`src/pm_cap_pkg.sv`:
```
// Constants for the power management capability register pair.
// Assumes a 40 MHz core clock and a plain strobe-based register port.
//
// Contract
// - capability id byte always reads 0x1
// - next pointer defaults 0xD0, loader-writable only
// - version field reads constant 3
// - wake clock flag hardwired to zero
// - special init flag defaults zero, loader-writable
// - sticky aux current field defaults to 7
// - D1 and D2 support bits read zero
// - sticky wake support field defaults 0b11001
// - power state field readable and writable
// - context kept flag defaults to one
// - sticky wake enable, survives hot reset
// - wake status set on own wake, W1C
// - forwarded wake never sets wake status
// - upstream port never sets wake status
// - data select, scale, data byte read zero
// - bus power bits 22, 23 read zero
package pm_cap_pkg;
	localparam int ADDR_W = 12;
	localparam int DATA_W = 32;
	// register byte offsets
	localparam logic [11:0] PM_CAPABILITIES_OFS   = 12'h0C0;
	localparam logic [11:0] PM_CONTROL_STATUS_OFS = 12'h0C4;
	localparam logic [11:0] IRQ_STATUS_OFS        = 12'h100;
	localparam logic [11:0] IRQ_MASK_OFS          = 12'h104;
	// capability word fields
	localparam int CAP_ID_LSB       = 0;
	localparam int NEXT_PTR_LSB     = 8;
	localparam int SPEC_REV_LSB     = 16;
	localparam int WAKE_CLK_BIT     = 19;
	localparam int SPECIAL_INIT_BIT = 21;
	localparam int AUX_CUR_LSB      = 22;
	localparam int D1_BIT           = 25;
	localparam int D2_BIT           = 26;
	localparam int WAKE_SUP_LSB     = 27;
	// control/status word fields
	localparam int POWER_STATE_FIELD_LSB       = 0;
	localparam int CONTEXT_KEPT_BIT = 3;
	localparam int WAKE_EN_BIT      = 8;
	localparam int WAKE_STS_BIT     = 15;
	// fields that always read zero
	localparam int CAP_RSVD_BIT     = 20;
	localparam int DATA_SEL_LSB     = 9;
	localparam int DATA_SCALE_LSB   = 13;
	localparam int BUS_PWR_SUP_BIT  = 22;
	localparam int BUS_PWR_CTL_BIT  = 23;
	localparam int DATA_BYTE_LSB    = 24;
	// fixed values and reset values
	localparam logic [7:0] CAP_ID_VAL        = 8'h01;
	localparam logic [7:0] NEXT_PTR_RST      = 8'hD0;
	localparam logic [2:0] SPEC_REV_VAL      = 3'h3;
	localparam logic       SPECIAL_INIT_RST  = 1'h0;
	localparam logic [2:0] AUX_CUR_RST       = 3'h7;
	localparam logic [4:0] WAKE_SUP_RST      = 5'h19;
	localparam logic       CONTEXT_KEPT_RST  = 1'h1;
	localparam logic       WAKE_EN_RST       = 1'h0;
	// power state codes
	localparam logic [1:0] POWER_STATE_FIELD_D0    = 2'h0;
	localparam logic [1:0] POWER_STATE_FIELD_D3HOT = 2'h3;
	// interrupt status/mask layout
	localparam int IRQ_W           = 3;
	localparam int IRQ_WAKE_BIT    = 0;
	localparam int IRQ_POWER_STATE_FIELD_BIT  = 1;
	localparam int IRQ_REFUSED_BIT = 2;
	localparam logic [2:0] IRQ_MASK_RST = 3'h0;
endpackage

```
`src/power_mgmt_capability_regs.sv`:
```
// Power management capability pair of one switch port, with an
// interrupt status/mask pair for its events.
// Assumes one 40 MHz clock, synchronous rst (fundamental reset) and
// hot_reset, and a register port with read data one cycle after strobe.
// Sticky fields and the interrupt pair answer to rst alone.
`timescale 1ns/1ps
module power_mgmt_capability_regs (
	input  wire logic        ref_clk,
	input  wire logic        rst,
	input  wire logic        hot_reset,
	// software register port
	input  wire logic [11:0] reg_addr,
	input  wire logic [31:0] reg_wdata,
	input  wire logic        reg_wr,
	input  wire logic        reg_rd,
	output logic [31:0]      reg_rdata,
	// initialization loader write port
	input  wire logic [11:0] load_addr,
	input  wire logic [31:0] load_wdata,
	input  wire logic        load_wr,
	// port role and wake events
	input  wire logic        upstream_port,
	input  wire logic        wake_originate,
	input  wire logic        wake_forward,
	output logic             wake_msg_send,
	output logic [1:0]       power_state,
	output logic             context_kept,
	output logic             irq
);
	// interrupt pair width, declared ahead of the vectors that use it
	localparam int IRQ_W_L = pm_cap_pkg::IRQ_W;

	// write decode
	logic        sw_cap_wr;
	logic        sw_ctl_wr;
	logic        sw_sts_wr;
	logic        sw_mask_wr;
	logic        ld_cap_wr;
	logic        ld_ctl_wr;

	// loadable capability fields
	logic [7:0]  next_cap_pointer_reg;
	logic        special_init_needed_reg;
	// sticky capability fields
	logic [2:0]  aux_current_req_reg;
	logic [4:0]  wake_support_reg;

	// control/status fields
	logic [1:0]  power_state_field;
	logic        context_kept_flag_reg;
	logic        wake_msg_enable_reg;
	logic        wake_msg_status;
	logic        wake_sts_set;
	logic        wake_sts_clr;
	logic        power_state_field_refused;
	logic        power_state_field_changed;

	// interrupt pair
	logic [IRQ_W_L-1:0] irq_status;
	logic [IRQ_W_L-1:0] irq_events;
	logic [IRQ_W_L-1:0] irq_mask_reg;

	// read path
	logic [31:0] cap_word;
	logic [31:0] ctl_word;
	logic [31:0] rd_word;
	logic [31:0] reg_rdata_next;

	// ----------------------------------------------------------------
	// address decode for both write ports
	// ----------------------------------------------------------------

	// software strobes qualified by address
	assign sw_cap_wr  = reg_wr &&
	                    (reg_addr == pm_cap_pkg::PM_CAPABILITIES_OFS);
	assign sw_ctl_wr  = reg_wr &&
	                    (reg_addr == pm_cap_pkg::PM_CONTROL_STATUS_OFS);
	assign sw_sts_wr  = reg_wr &&
	                    (reg_addr == pm_cap_pkg::IRQ_STATUS_OFS);
	assign sw_mask_wr = reg_wr &&
	                    (reg_addr == pm_cap_pkg::IRQ_MASK_OFS);

	// loader strobes; the loader reaches the same two words
	assign ld_cap_wr = load_wr &&
	                   (load_addr == pm_cap_pkg::PM_CAPABILITIES_OFS);
	assign ld_ctl_wr = load_wr &&
	                   (load_addr == pm_cap_pkg::PM_CONTROL_STATUS_OFS);

	// ----------------------------------------------------------------
	// capability word: loadable fields
	// ----------------------------------------------------------------

	// software writes to the capability word never reach the loadable
	// fields below; only the loader strobe is decoded for them
	// next pointer: only the loader may change it
	always_ff @(posedge ref_clk) begin
		if (rst) begin
			next_cap_pointer_reg <= pm_cap_pkg::NEXT_PTR_RST;
		end else if (ld_cap_wr) begin
			next_cap_pointer_reg <=
			    load_wdata[pm_cap_pkg::NEXT_PTR_LSB +: 8];
		end
	end

	// special init flag: zero out of reset, loader may set it
	always_ff @(posedge ref_clk) begin
		if (rst) begin
			special_init_needed_reg <=
			    pm_cap_pkg::SPECIAL_INIT_RST;
		end else if (ld_cap_wr) begin
			special_init_needed_reg <=
			    load_wdata[pm_cap_pkg::SPECIAL_INIT_BIT];
		end
	end

	// ----------------------------------------------------------------
	// capability word: sticky fields
	// ----------------------------------------------------------------

	// aux current: only rst restores it, hot reset leaves it alone
	always_ff @(posedge ref_clk) begin
		if (rst) begin
			aux_current_req_reg <= pm_cap_pkg::AUX_CUR_RST;
		end else if (ld_cap_wr) begin
			aux_current_req_reg <=
			    load_wdata[pm_cap_pkg::AUX_CUR_LSB +: 3];
		end else if (sw_cap_wr) begin
			aux_current_req_reg <=
			    reg_wdata[pm_cap_pkg::AUX_CUR_LSB +: 3];
		end
	end

	// wake support states: sticky, software or loader writable
	always_ff @(posedge ref_clk) begin
		if (rst) begin
			wake_support_reg <= pm_cap_pkg::WAKE_SUP_RST;
		end else if (ld_cap_wr) begin
			wake_support_reg <=
			    load_wdata[pm_cap_pkg::WAKE_SUP_LSB +: 5];
		end else if (sw_cap_wr) begin
			wake_support_reg <=
			    reg_wdata[pm_cap_pkg::WAKE_SUP_LSB +: 5];
		end
	end

	// ----------------------------------------------------------------
	// control/status word
	// ----------------------------------------------------------------

	// power state holder; refuses codes 1 and 2
	power_state_ctl power_state_ctl_i (
		.ref_clk   (ref_clk),
		.rst       (rst),
		.hot_reset (hot_reset),
		.wr_en     (sw_ctl_wr),
		.wr_code   (reg_wdata[pm_cap_pkg::POWER_STATE_FIELD_LSB +: 2]),
		.state_reg (power_state_field),
		.refused   (power_state_field_refused),
		.changed   (power_state_field_changed)
	);

	// context kept flag: loader-writable, set out of reset
	always_ff @(posedge ref_clk) begin
		if (rst) begin
			context_kept_flag_reg <=
			    pm_cap_pkg::CONTEXT_KEPT_RST;
		end else if (ld_ctl_wr) begin
			context_kept_flag_reg <=
			    load_wdata[pm_cap_pkg::CONTEXT_KEPT_BIT];
		end
	end

	// wake enable: sticky, so hot_reset is deliberately not used here;
	// the loader can preset it for wake from D3cold
	always_ff @(posedge ref_clk) begin
		if (rst) begin
			wake_msg_enable_reg <= pm_cap_pkg::WAKE_EN_RST;
		end else if (ld_ctl_wr) begin
			wake_msg_enable_reg <=
			    load_wdata[pm_cap_pkg::WAKE_EN_BIT];
		end else if (sw_ctl_wr) begin
			wake_msg_enable_reg <=
			    reg_wdata[pm_cap_pkg::WAKE_EN_BIT];
		end
	end

	// wake status sets on this port's own wake only, never upstream;
	// a forwarded wake does not enter this term at all: wake_forward is
	// left unread on purpose, since passing a wake along must leave the
	// status and the interrupt untouched and happens outside this block
	assign wake_sts_set = wake_originate && !upstream_port;
	assign wake_sts_clr = sw_ctl_wr &&
	                      reg_wdata[pm_cap_pkg::WAKE_STS_BIT];

	// sticky flag cell; only rst clears it besides software
	sticky_w1c_bit sticky_w1c_bit_i (
		.ref_clk  (ref_clk),
		.rst      (rst),
		.set_evt  (wake_sts_set),
		.clr_evt  (wake_sts_clr),
		.flag_reg (wake_msg_status)
	);

	// a wake goes out only when enabled and originated by this port
	assign wake_msg_send = wake_originate && wake_msg_enable_reg &&
	                       !upstream_port;

	// ----------------------------------------------------------------
	// interrupt status and mask
	// ----------------------------------------------------------------

	// events feeding the sticky status bits
	always_comb begin
		irq_events = '0;
		irq_events[pm_cap_pkg::IRQ_WAKE_BIT]    = wake_sts_set;
		irq_events[pm_cap_pkg::IRQ_POWER_STATE_FIELD_BIT]  = power_state_field_changed;
		irq_events[pm_cap_pkg::IRQ_REFUSED_BIT] = power_state_field_refused;
	end

	// one write-one-to-clear cell per status bit
	genvar gi;
	generate
		for (gi = 0; gi < IRQ_W_L; gi = gi + 1) begin : g_irq
			sticky_w1c_bit sticky_w1c_bit_i (
				.ref_clk  (ref_clk),
				.rst      (rst),
				.set_evt  (irq_events[gi]),
				.clr_evt  (sw_sts_wr && reg_wdata[gi]),
				.flag_reg (irq_status[gi])
			);
		end
	endgenerate

	// mask register, one enable per status bit
	// a set mask bit lets its status bit through to irq
	always_ff @(posedge ref_clk) begin
		if (rst) begin
			irq_mask_reg <= pm_cap_pkg::IRQ_MASK_RST;
		end else if (sw_mask_wr) begin
			irq_mask_reg <= reg_wdata[IRQ_W_L-1:0];
		end
	end

	// level interrupt while any unmasked status bit stands
	assign irq = |(irq_status & irq_mask_reg);

	// ----------------------------------------------------------------
	// read composition
	// ----------------------------------------------------------------

	// capability word; unlisted bits, bit 20 among them, stay zero
	always_comb begin
		cap_word = '0;
		cap_word[pm_cap_pkg::CAP_ID_LSB +: 8] =
		    pm_cap_pkg::CAP_ID_VAL;
		cap_word[pm_cap_pkg::NEXT_PTR_LSB +: 8] =
		    next_cap_pointer_reg;
		cap_word[pm_cap_pkg::SPEC_REV_LSB +: 3] =
		    pm_cap_pkg::SPEC_REV_VAL;
		cap_word[pm_cap_pkg::WAKE_CLK_BIT] = 1'h0;
		cap_word[pm_cap_pkg::CAP_RSVD_BIT] = 1'h0;
		cap_word[pm_cap_pkg::SPECIAL_INIT_BIT] =
		    special_init_needed_reg;
		cap_word[pm_cap_pkg::AUX_CUR_LSB +: 3] =
		    aux_current_req_reg;
		cap_word[pm_cap_pkg::D1_BIT] = 1'h0;
		cap_word[pm_cap_pkg::D2_BIT] = 1'h0;
		cap_word[pm_cap_pkg::WAKE_SUP_LSB +: 5] =
		    wake_support_reg;
	end

	// control word; data select, scale, bus power bits and the data
	// byte are left at zero along with the reserved positions
	always_comb begin
		ctl_word = '0;
		// absent data register fields and the bus power bits
		ctl_word[pm_cap_pkg::DATA_SEL_LSB +: 4]   = 4'h0;
		ctl_word[pm_cap_pkg::DATA_SCALE_LSB +: 2] = 2'h0;
		ctl_word[pm_cap_pkg::DATA_BYTE_LSB +: 8]  = 8'h0;
		ctl_word[pm_cap_pkg::BUS_PWR_SUP_BIT]     = 1'h0;
		ctl_word[pm_cap_pkg::BUS_PWR_CTL_BIT]     = 1'h0;
		ctl_word[pm_cap_pkg::POWER_STATE_FIELD_LSB +: 2] =
		    power_state_field;
		ctl_word[pm_cap_pkg::CONTEXT_KEPT_BIT] =
		    context_kept_flag_reg;
		ctl_word[pm_cap_pkg::WAKE_EN_BIT] =
		    wake_msg_enable_reg;
		ctl_word[pm_cap_pkg::WAKE_STS_BIT] =
		    wake_msg_status;
	end

	// address select; unmapped addresses read zero
	always_comb begin
		rd_word = '0;
		unique case (reg_addr)
			pm_cap_pkg::PM_CAPABILITIES_OFS: begin
				rd_word = cap_word;
			end
			pm_cap_pkg::PM_CONTROL_STATUS_OFS: begin
				rd_word = ctl_word;
			end
			pm_cap_pkg::IRQ_STATUS_OFS: begin
				rd_word[IRQ_W_L-1:0] = irq_status;
			end
			pm_cap_pkg::IRQ_MASK_OFS: begin
				rd_word[IRQ_W_L-1:0] = irq_mask_reg;
			end
			default: begin
				rd_word = '0;
			end
		endcase
	end

	// read data stands only in the cycle after the strobe
	// and is zero otherwise, so a stray sample never shows stale data
	assign reg_rdata_next = reg_rd ? rd_word : '0;

	// registered read data
	always_ff @(posedge ref_clk) begin
		if (rst) begin
			reg_rdata <= '0;
		end else begin
			reg_rdata <= reg_rdata_next;
		end
	end

	// ----------------------------------------------------------------
	// status outputs to the port logic
	// ----------------------------------------------------------------

	// registered copy of the power state for the port's power sequencing logic; the
	// output trails the field by one cycle, so a new state is seen by
	// the sequencer only after the write has fully landed
	always_ff @(posedge ref_clk) begin
		if (rst) begin
			power_state <= pm_cap_pkg::POWER_STATE_FIELD_D0;
		end else begin
			power_state <= power_state_field;
		end
	end

	// context flag tells the sequencer whether to keep state on D0 entry
	assign context_kept = context_kept_flag_reg;
endmodule

```
`src/power_state_ctl.sv`:
```
// Holds the power state field and screens writes to it.
// Assumes wr_en is a one-cycle strobe; hot_reset and rst are synchronous.
`timescale 1ns/1ps
module power_state_ctl (
	input  wire logic       ref_clk,
	input  wire logic       rst,
	input  wire logic       hot_reset,
	input  wire logic       wr_en,
	input  wire logic [1:0] wr_code,
	output logic [1:0]      state_reg,
	output logic            refused,
	output logic            changed
);
	logic code_ok;

	// only D0 and D3hot are accepted
	assign code_ok = (wr_code == pm_cap_pkg::POWER_STATE_FIELD_D0) ||
	                 (wr_code == pm_cap_pkg::POWER_STATE_FIELD_D3HOT);
	assign refused = wr_en && !code_ok;
	assign changed = wr_en && code_ok && (wr_code != state_reg);

	// state is not sticky: both resets return it to D0
	always_ff @(posedge ref_clk) begin
		if (rst || hot_reset) begin
			state_reg <= pm_cap_pkg::POWER_STATE_FIELD_D0;
		end else if (wr_en && code_ok) begin
			state_reg <= wr_code;
		end
	end
endmodule

```
`src/sticky_w1c_bit.sv`:
```
// One status flag: set by a hardware event, cleared by a software write.
// Assumes set and clear are one-cycle pulses in the ref_clk domain.
`timescale 1ns/1ps
module sticky_w1c_bit (
	input  wire logic ref_clk,
	input  wire logic rst,
	input  wire logic set_evt,
	input  wire logic clr_evt,
	output logic      flag_reg
);
	// set wins when it meets a clear in the same cycle
	always_ff @(posedge ref_clk) begin
		if (rst) begin
			flag_reg <= 1'h0;
		end else if (set_evt) begin
			flag_reg <= 1'h1;
		end else if (clr_evt) begin
			flag_reg <= 1'h0;
		end
	end
endmodule
```
`config.mk`:
```
export PLATFORM = sky130hd
export DESIGN_NAME = power_mgmt_capability_regs
export DESIGN_NICKNAME = d
export VERILOG_FILES = /design/src/pm_cap_pkg.sv /design/src/power_mgmt_capability_regs.sv /design/src/power_state_ctl.sv /design/src/sticky_w1c_bit.sv
export SDC_FILE = /design/constraint.sdc
export NUM_CORES = 1
export LEC_CHECK = 0
export ABC_CLOCK_PERIOD_IN_PS = 2400
export BUFFER_PORTS_ARGS = -buffer_cell sky130_fd_sc_hd__buf_2
export CAP_MARGIN = 20
export CORE_MARGIN = 2
export CORE_UTILIZATION = 44
export DETAILED_ROUTE_END_ITERATION = 10
export HOLD_SLACK_MARGIN = 0.1
export PLACE_DENSITY = 0.8
export SLEW_MARGIN = 20
export SYNTH_ARGS = -nofsm -noshare
export SYNTH_HDL_FRONTEND = slang
export SYNTH_HIERARCHICAL = 1
export SYNTH_SLANG_ARGS = --single-unit
```
`constraint.sdc`:
```
create_clock -name ref_clk -period 2.4 [get_ports ref_clk]
set_input_delay 0.12 -clock ref_clk [delete_from_list [all_inputs] [get_ports ref_clk]]
set_output_delay 0.12 -clock ref_clk [all_outputs]
set_load 0.02 [all_outputs]
```
==> metrics.md, run 1 <==
| Metric | Value |
|---|---|
| Status | complete, no violations |
| Cell taking the most area after synthesis | dfxtp_1 |
| FF-to-FF End | wake_support_reg[3]$_SDFFE_PP1P_ |
| Combinational fraction of design power | 0.107 |
| Leakage | 1.44 nW |
| CTS tree | yes |
| Count leader, synth | dfxtp_1 |
| Worst Setup Path Type | input pin to flop |
| Syn Inst Count | 245 |
| Final HPWL DP | 4030 um |
| Reg-to-Reg Start | wake_support_reg[3]$_SDFFE_PP1P_ |
| IO Port Bufs | 90 |
| CP Launch Point | load_addr[8] |
| Tot Pwr | roughly 1.5 mW |
| DRT Wirelength | 5740 um |
| Cell depth of the worst flop-to-flop path | 5 |
| Crit Path Max Fanout | 8 |
| Antenna diode instance count | 0 |
| Area of the multi-input gates | about 1100 um^2 |
| Hold_sp | reg_wdata[27] |
| RSZ-0062 raised after global routing | false |
| CP Capture Type | flop |
| Gr usage total | 0.202 |
| Most crowded layer after global routing | met2 |
| Pin slew with the least headroom to its limit | 575 ps |
| Yosys warns | 6 |
| Fill count | 440 |
| CTS Buf Count | 5 |
| # Post-CTS Setup Buffers | 0 |
| Syn Area/Cell | about 9.5 um^2 |
| Max incr delay on CP | 560 ps |
| Power Density | 474 nW/um^2 |
| WP data required | 2650 ps |
| Reg-to-reg setup timing slack | 970 ps |
| Layout area overhead | 35.7% |
| Routed len/inst | roughly 13 um |
| Dominant synthesized flop cell | dfxtp_1 |
| Clock power frac | 0.314 |
| FF+latch count, synth | 52 |
| Internal | about 1.1 mW |
| Final setup margin | about 340 ps |
| Seq/Total Area, Yosys | 0.448 |
| Switching power | about 350 uW |
| CTS Buffer Depth | 2 |
| Hold Path Class | input pin to flop |
| Area share of the largest cell type after synthesis | 0.448 |
| Share of layout cells above drive strength 1 | 0.344 |
| Skew final | 6.02 ps |
| Synth cell types | 49 |
| Seq pwr share | 0.579 |
| Vias in the first global route | 2,129 |
| VDD IR-drop max | 246 uV |
| Initial Util | 0.455 |
| Final period util | 0.859 |
| Fmax | 0.485 GHz |
| Final ANT Viol Nets | 0 |
| Register area | 1040 um^2 |
| Worst path cell trace | buf_2 -> or4b_4 -> nor4_4 -> buf_4 -> a211oi_1 -> o21bai_1 -> dlygate4sd3_1 |
| Worst setup SP type | input pin |
| CP arrival | 2310 ps |
| Post-synth EDFFs | 0 |
| Synth top area cells | dfxtp_1, and2_1, nand2_1 |
| GPL Wtd Cong | 0.816 |
| Hold Fails Final Rpt | 0 |
| Core Region | 5110 um^2 |
| Met2 usage | 0.349 |
| Root buffer cell | clkbuf_8 |
| First-pass GRT wire length | between 9000 and 10,000 um |
| Max-cap viol count | 0 |
| Worst rel slew slack | 0.614 |
| Syn Std Cell Area | 2330 um^2 |
| Met1 Track Usage GR | 0.247 |
| GR Overflow Total | 0 |
| Final core area utilization | 0.618 |
| Switching Fraction | 0.236 |
| Setup TNS | 0 ps |
| Sink Count | 52 |
| Cell count of the worst hold path | 3 |
| Met3 GRT Util | 0.0329 |
| Vias/cell | 4.91 |
| CTS clk-pin slew, worst paths | 90 ps |
| Nets | 460 |
| Via count | 2,127 |
| Setup WS pre-CTS | between 500 and 600 ps |
| Ports | around 130 |
| WHS Endpoint | wake_support_reg[0]$_SDFFE_PP1P_ |
| Antenna violations before repair | 0 |
| Die area | slightly below 6000 um^2 |
| Iter 0 DRT Violations | 172 |
| Max H-tree Level | 2 |
| Slew Limit Fails | 0 |
| Clk_lat worst skew | approximately 300 ps |
| Residual DRC count | 0 |
| Largest register FFs | 22 |
| Setup violators final | 0 |
| Minimum clock period | 2060 ps |
| Die height | 76.7 um |
| Async SR Flop Fraction | 0 |
| Crit-path slowest cell | or4b_4 |
| Post-synth top cells | dfxtp_1, nand2_1, and2_1, nor2_1 |
| First-pass DRT Iterations | 4 |
| Largest net degree at the start of global routing | 31 |
| Num rows | 26 |
| Die width | between 70 and 80 um |
## routing by layer
metal / vias up / wire length [um]
met5: - / 0
met1: 950 / 2430
met4: 0 / 118
met2: 84 / 2870
li1: 1081 / -
met3: 12 / 315
## metrics by stage
step	cells	hold slack, ps	instance area, um^2
finish	433	96.3	3160
global route	433	103	3160
CTS	433	106	3160
detailed placement	401	320	2830
global placement	401	316	2830
floorplan	253	182	2360
## power groups by stage
stage | logic [mW] | clock network [mW] | registers, mW
floorplan | 0.0670 | 0 | 0.886
global placement | 0.127 | 0 | 0.886
detailed placement | 0.131 | 0 | 0.886
CTS | 0.158 | 0.486 | 0.866
global route | 0.175 | 0.515 | 0.867
finish | 0.160 | 0.470 | 0.866
## worst max path at each step
stage          slack, ps                                    to  cells after the start
6_report             340      wake_support_reg[3]$_SDFFE_PP1P_                      7
5_1_grt              190   aux_current_req_reg[2]$_SDFFE_PP1P_                      7
4_1_cts              370   aux_current_req_reg[1]$_SDFFE_PP1P_                      7
3_5_place_dp         510      wake_support_reg[2]$_SDFFE_PP0P_                      5
3_3_place_gp         550      wake_support_reg[2]$_SDFFE_PP0P_                      5
2_1_floorplan        700  next_cap_pointer_reg[4]$_SDFFE_PP1P_                      6
## cell usage in the layout (no fill, tap or decap), drive strengths merged, types with 7 or more instances in the layout
| cell | instances |
|---|---|
| o21bai | 8 |
| a21oi | 13 |
| mux2i | 8 |
| dlygate4sd3 | 25 |
| inv | 10 |
| and2 | 17 |
| buf | 99 |
| nand2b | 8 |
| nor4 | 10 |
| conb | 9 |
| dfxtp | 52 |
| nor3 | 7 |
| nor2 | 13 |
| nand2 | 24 |
| a211oi | 7 |
## worst max-delay path: cells and delay by family
family | cells | cell delay [ps]
and+or+nand+nor | 2 | 1060
buffers and inverters | 3 | 920
AOI/OAI and AO/OA | 2 | 230
## logic make-up (layout without fill, tap and decap cells)
logic type,after synthesis,count (layout),share of synthesized area
buffers and inverters,31,141,0.0748
other,1,9,0.00161
AO/OA/AOI/OAI,47,47,0.154
multiplexers,9,9,0.0393
flip-flops,52,52,0.448
AND/OR/NAND/NOR,104,104,0.279
XOR/XNOR,1,1,0.00377
## area by class of cell
type,instances,area share
repair buffers,124,0.243
multi-input cells,170,0.361
flip-flops and latches,52,0.330
well taps,70,0.0277
clock buffers,5,0.0218
inverters,10,0.0119
clock inverters,2,0.00396
## what timing repair did
action / CTS / global route
hold buffers: 25 / 0
hold endpoints to repair: 23 / 0
gates resized for setup: 0 / 0
(Power assumes the default switching activity.)
==> inputs of run 2 (changes only) <==
--- a/config.mk
+++ b/config.mk
@@ -5,14 +5,13 @@
 export SDC_FILE = /design/constraint.sdc
 export NUM_CORES = 1
 export LEC_CHECK = 0
-export ABC_CLOCK_PERIOD_IN_PS = 2400
 export BUFFER_PORTS_ARGS = -buffer_cell sky130_fd_sc_hd__buf_2
 export CAP_MARGIN = 20
 export CORE_MARGIN = 2
-export CORE_UTILIZATION = 44
+export CORE_UTILIZATION = 45
 export DETAILED_ROUTE_END_ITERATION = 10
 export HOLD_SLACK_MARGIN = 0.1
-export PLACE_DENSITY = 0.8
+export PLACE_DENSITY = 0.82
 export SLEW_MARGIN = 20
 export SYNTH_ARGS = -nofsm -noshare
 export SYNTH_HDL_FRONTEND = slang
==> constraint.sdc (replaced) <==
create_clock -name ref_clk -period 2.7 [get_ports ref_clk]
set_input_delay 0.135 -clock ref_clk [delete_from_list [all_inputs] [get_ports ref_clk]]
set_output_delay 0.135 -clock ref_clk [all_outputs]
set_load 0.02 [all_outputs]
==> metrics.md, run 2 (synthesis results as in run 1) <==
| Metric | Value |
|---|---|
| Status | complete, no violations |
| Reg-to-Reg Start | aux_current_req_reg[0]$_SDFFE_PP1P_ |
| Most frequent cells in the layout | buf_2, dfxtp_1, nand2_1 |
| CP Capture Type | flop |
| Iter 0 DRT Violations | 145 (-16%) |
| RSZ-0062 raised after global routing | false |
| Leakage | 1.42 nW (-1.1%) |
| Internal | 1.11 mW (-2.6%) |
| Crit path capture | aux_current_req_reg[0]$_SDFFE_PP1P_ |
| CP arrival | 2360 ps (+50 ps) |
| # Post-CTS Setup Buffers | 0 (unchanged) |
| IO Port Bufs | 90 (unchanged) |
| Commonest non-fill, non-tap cell in the layout | buf_2 |
| Worst path cell trace | buf_2 -> or4b_4 -> nor4_4 -> a211oi_1 -> o21bai_1 -> dlygate4sd3_1 |
| Setup TNS | 0 ps (unchanged) |
| Layout area overhead | 33.8% |
| Skew final | 5.27 ps (-0.751 ps) |
| Cell depth of the worst flop-to-flop path | 5 (unchanged) |
| Via count | 2,107 (-0.94%) |
| Sink Count | 52 (unchanged) |
| Die width | 75.9 um (-1.1%) |
| Power Density | 460 nW/um^2 (-3.0%) |
| Max H-tree Level | 2 (unchanged) |
| Setup violators final | 0 (unchanged) |
| Ports | 134 (unchanged) |
| Seq pwr share | 0.538 (-0.041) |
| Nets | 452 (-1.7%) |
| Vias/cell | 4.95 (+0.69%) |
| Minimum clock period | 2100 ps |
| GR Overflow Total | 0 (unchanged) |
| CP Launch Point | load_addr[8] |
| CTS tree | yes |
| Switching power | 318 uW (-10%) |
| FF-to-FF End | aux_current_req_reg[0]$_SDFFE_PP1P_ |
| Residual DRC count | 0 (unchanged) |
| Root buffer cell | clkbuf_8 |
| Hold Fails Final Rpt | 0 (unchanged) |
| Reg-to-reg setup timing slack | 1270 ps (+300 ps) |
| Vias in the first global route | 1,878 (-12%) |
| Gr usage total | 0.195 (-0.00685) |
| First-pass GRT wire length | 8470 um (-13%) |
| Crit-path slowest cell | nor4_4 |
| Largest register FFs | 22 (unchanged) |
| Slew Limit Fails | 0 (unchanged) |
| CTS Buffer Depth | 2 (unchanged) |
| Antenna diode instance count | 0 (unchanged) |
| Clk_lat worst skew | 310 ps (about the same) |
| Pin slew with the least headroom to its limit | 1020 ps (+446 ps) |
| Max incr delay on CP | 730 ps (+170 ps) |
| WP data required | 2960 ps (+310 ps) |
| CTS-repair resized insts | 0 (unchanged) |
| Largest net degree at the start of global routing | 32 (+3.2%) |
| First-pass DRT Iterations | 4 (unchanged) |
| VDD IR-drop max | 209 uV (-15%) |
| Routed len/inst | 12.8 um (-3.8%) |
| Worst Setup Path Type | input pin to flop |
| Clock power frac | 0.366 (+0.052) |
| Die height | 75.9 um (-1.1%) |
| GPL Wtd Cong | 0.759 (-7.0%) |
| Worst rel slew slack | 0.314 (-0.300) |
| Die area | 5760 um^2 (-2.1%) |
| Setup WS pre-CTS | 552 ps (+38.7 ps) |
| Switching Fraction | 0.222 (-0.0140) |
| Final HPWL DP | 3920 um (-2.7%) |
| Initial Util | 0.461 (+0.00588) |
| Combinational fraction of design power | 0.096 (-0.011) |
| Num rows | 26 (unchanged) |
| CTS Buf Count | 5 (unchanged) |
| Antenna violations before repair | 0 (unchanged) |
| DRT Wirelength | 5440 um (-5.3%) |
| Final setup margin | 602 ps (+265 ps) |
| Core Region | 5040 um^2 (-1.3%) |
| Worst setup SP type | input pin |
| CTS clk-pin slew, worst paths | 90 ps (about the same) |
| Final period util | 0.777 |
| Fmax | between 0.4 and 0.5 GHz |
| Hold Path Class | input pin to flop |
| Crit Path Max Fanout | 15 (+7) |
| Share of layout cells above drive strength 1 | 0.340 (-0.00446) |
| Final ANT Viol Nets | 0 (unchanged) |
| Max-cap viol count | 0 (unchanged) |
[run 2: routing by layer]
| layer | track usage | share of wire | vias up | routed length, um |
|---|---|---|---|---|
| li1 | - | - | 1064 | - |
| met1 | 0.246 | 0.43 | 956 | 2320 |
| met2 | 0.328 | 0.49 | 79 | 2670 |
| met3 | 0.0410 | 0.061 | 8 | 334 |
| met4 | 0.0702 | 0.021 | 0 | 114 |
| met5 | 0 | 0 | - | 0 |
[run 2: critical path, delay by kind of cell]
family                 cells  cell delay [ps]
AOI/OAI and AO/OA          2              270
buffers and inverters      2              660
and+or+nand+nor            2             1290
[run 2: power groups by stage]
| stage | clock network [mW] | logic, mW | registers, mW |
|---|---|---|---|
| 2_1_floorplan | 0 | 0.0596 | 0.787 |
| 3_3_place_gp | 0 | 0.112 | 0.788 |
| 3_5_place_dp | 0 | 0.114 | 0.788 |
| 4_1_cts | 0.533 | 0.138 | 0.770 |
| 5_1_grt | 0.564 | 0.151 | 0.770 |
| 6_report | 0.524 | 0.138 | 0.770 |
[run 2: how the worst min path moves through the flow]
stage / startpoint / end / slack [ps] / depth (start not counted)
2_1_floorplan: rst / g_irq[0].sticky_w1c_bit_i/flag_reg$_SDFFE_PP0P_ / 200 / 1
3_3_place_gp: hot_reset / power_state_ctl_i/state_reg[0]$_SDFFE_PP0P_ / 330 / 2
3_5_place_dp: hot_reset / power_state_ctl_i/state_reg[1]$_SDFFE_PP0P_ / 340 / 2
4_1_cts: reg_wdata[23] / aux_current_req_reg[1]$_SDFFE_PP1P_ / 100 / 3
5_1_grt: reg_wdata[30] / wake_support_reg[3]$_SDFFE_PP1P_ / 130 / 3
6_report: reg_wdata[31] / wake_support_reg[4]$_SDFFE_PP1P_ / 110 / 3
[run 2: final cells by class]
| class | instances | area [um^2] |
|---|---|---|
| Multi-Input combinational cell | 170 | 1140 |
| Inverter | 10 | 37.5 |
| Sequential cell | 52 | 1040 |
| Timing Repair Buffer | 116 | 698 |
| Clock inverter | 2 | 35.0 |
| Tap cell | 70 | 87.6 |
| Clock buffer | 6 | 72.6 |
| Fill cell | 437 | 1930 |
[run 2: timing repair]
action	4_1_cts	5_1_grt
endpoints found under the hold margin	22	0
endpoints found under the setup margin	0	0
hold buffers	21	0
[run 2: metrics by stage]
step                area, um^2  hold slack (ps)  power, mW  std cells  utilization
CTS                       3110              103       1.44        426        0.617
global route              3110              126       1.49        426        0.617
global placement          2800              330      0.899        397        0.554
floorplan                 2360              197      0.847        253            -
finish                    3110              107       1.43        426        0.617
detailed placement        2800              337      0.902        397        0.554
==> inputs of run 3 (changes only) <==
--- a/config.mk
+++ b/config.mk
@@ -8,10 +8,10 @@
 export BUFFER_PORTS_ARGS = -buffer_cell sky130_fd_sc_hd__buf_2
 export CAP_MARGIN = 20
 export CORE_MARGIN = 2
-export CORE_UTILIZATION = 45
+export CORE_UTILIZATION = 39
 export DETAILED_ROUTE_END_ITERATION = 10
 export HOLD_SLACK_MARGIN = 0.1
-export PLACE_DENSITY = 0.82
+export PLACE_DENSITY = 0.75
 export SLEW_MARGIN = 20
 export SYNTH_ARGS = -nofsm -noshare
 export SYNTH_HDL_FRONTEND = slang
==> constraint.sdc (replaced) <==
create_clock -name ref_clk -period 1.9 [get_ports ref_clk]
set_input_delay 0.095 -clock ref_clk [delete_from_list [all_inputs] [get_ports ref_clk]]
set_output_delay 0.095 -clock ref_clk [all_outputs]
set_load 0.02 [all_outputs]
==> metrics.md, run 3 (synthesis results as in run 1) <==
| Metric | Value |
|---|---|
| Status | complete, no violations |
| Placed cell area | 2840 um^2 (+1.6%) |
| Gr usage total | 0.181 (-0.0137) |
| Setup TNS | 0 ps (unchanged) |
| Routed len/inst | 13.5 um (+5.8%) |
| Die width | 81.2 um (+7.0%) |
| DRT Wirelength | 5980 um (+10%) |
| GPL Wtd Cong | 0.879 (+16%) |
| Worst Setup Path Type | input pin to flop |
| CP arrival | 1710 ps (-650 ps) |
| Clk_lat worst skew | 310 ps (about the same) |
| CTS clk-pin slew, worst paths | 100 ps (about the same) |
| Hold Path Class | input pin to flop |
| Crit path max-delay family | simple AND/OR/NAND/NOR gates |
| Most frequent cells in the layout | buf_2, dfxtp_1, dlygate4sd3_1 |
| VDD IR-drop max | 278 uV (+33%) |
| Hold Fails Final Rpt | 0 (unchanged) |
| Core Region | 5850 um^2 (+16%) |
| Max-cap viol count | 0 (unchanged) |
| First-pass GRT wire length | 9140 um (+7.9%) |
| Final ANT Viol Nets | 0 (unchanged) |
| Power Density | 607 nW/um^2 (+32%) |
| Largest register FFs | 22 (unchanged) |
| Worst Path Buf+Inv | 1 (-1) |
| Design area | 3210 um^2 (+3.1%) |
| IO Port Bufs | 90 (unchanged) |
| CTS Buffer Depth | 2 (unchanged) |
| Largest net degree at the start of global routing | 31 (-3.1%) |
| Die area | 6600 um^2 (+15%) |
| Crit-path slowest cell | or4_4 |
| Sink Count | 52 (unchanged) |
| Num rows | 28 (+7.7%) |
| Iter 0 DRT Violations | 173 (+19%) |
| Fmax | 0.662 GHz |
| CTS tree | yes |
| Vias in the first global route | 2,020 (+7.6%) |
| Residual DRC count | 0 (unchanged) |
| Initial Util | 0.398 (-0.0637) |
| Antenna diode instance count | 0 (unchanged) |
| Skew final | 7.05 ps (+1.78 ps) |
| Vias/cell | 4.92 (-0.60%) |
| Nets | 464 (+2.7%) |
| Share of layout cells above drive strength 1 | 0.345 (+0.00522) |
| Minimum clock period | between 1500 and 2000 ps |
| Commonest non-fill, non-tap cell in the layout | buf_2 |
| Via count | 2,178 (+3.4%) |
| Max incr delay on CP | 670 ps (-60 ps) |
| CP Capture Type | flop |
| GR Overflow Total | 0 (unchanged) |
| Max H-tree Level | 2 (unchanged) |
| Worst setup SP type | input pin |
| Leakage | 1.47 nW (+3.4%) |
| Die height | 81.2 um (+7.0%) |
| CTS Buf Count | 5 (unchanged) |
| First-pass DRT Iterations | 4 (unchanged) |
| Worst path cell trace | buf_2 -> or4b_4 -> or4_4 -> o21bai_1 -> a21oi_2 |
| CTS-repair resized insts | 0 (unchanged) |
| Setup violators final | 0 (unchanged) |
| Root buffer cell | clkbuf_8 |
| Fill count | 542 (+24%) |
| RSZ-0062 raised after global routing | false |
| Layout area overhead | 38.0% |
| Slew Limit Fails | 0 (unchanged) |
| Ports | 134 (unchanged) |
| Antenna violations before repair | 0 (unchanged) |
| Final period util | 0.795 |
| CTS Hold Bufs | 28 (+33%) |
| WP data required | 2100 ps (-860 ps) |
| Crit Path Max Fanout | 19 (+4) |
| # Post-CTS Setup Buffers | 0 (unchanged) |
| Final HPWL DP | 4160 um (+6.1%) |
-- run 3: area by class of cell --
| class | count | area, um^2 | share of cell area |
|---|---|---|---|
| clock buffer | 5 | 68.8 | 0.0214 |
| tap | 75 | 93.8 | 0.0292 |
| multi-input combinational | 170 | 1140 | 0.356 |
| sequential | 52 | 1040 | 0.324 |
| clock inverter | 3 | 21.3 | 0.00663 |
| inverter | 10 | 37.5 | 0.0117 |
| timing repair buffer | 128 | 806 | 0.251 |
-- run 3: per-layer routing --
layer  global-route usage  wire, um  vias to the layer above
met2                0.317      2950                       82
met3               0.0367       356                       14
met4               0.0864       169                        0
li1                     -         -                     1086
met5                    0         0                        -
met1                0.210      2500                      996
-- run 3: path summary, 6_finish.rpt --
| check | startpoint | cells after the start | slack (ps) | to |
|---|---|---|---|---|
| min | reg_wdata[22] | 3 | 120 | aux_current_req_reg[0]$_SDFFE_PP1P_ |
| min reg2reg | wake_support_reg[3]$_SDFFE_PP1P_ | 2 | 450 | reg_rdata[30]$_SDFF_PP0_ |
| max reg2reg | power_state_ctl_i/state_reg[1]$_SDFFE_PP0P_ | 3 | 610 | reg_rdata[1]$_SDFF_PP0_ |
| max | load_addr[8] | 5 | 390 | wake_support_reg[2]$_SDFFE_PP0P_ |
-- run 3: worst min-delay path, stage by stage --
cell      delay, ps
buf_2            80
a211oi_1         50
o21bai_1        160
-- run 3: report_power, final --
part | switching, mW | internal, mW
clock | 0.380 | 0.262
sequential | 0.00211 | 1.09
combinational | 0.102 | 0.111
-- run 3: stage by stage --
step / std cells / worst slack [ps] / utilization / power (mW) / hold WS [ps]
detailed placement: 407 / 46.6 / 0.485 / 1.28 / 299
finish: 443 / 389 / 0.549 / 1.95 / 116
global placement: 407 / 110 / 0.485 / 1.28 / 291
floorplan: 253 / 229 / - / 1.20 / 157
CTS: 443 / 384 / 0.549 / 1.95 / 110
global route: 443 / 357 / 0.549 / 2.02 / 125
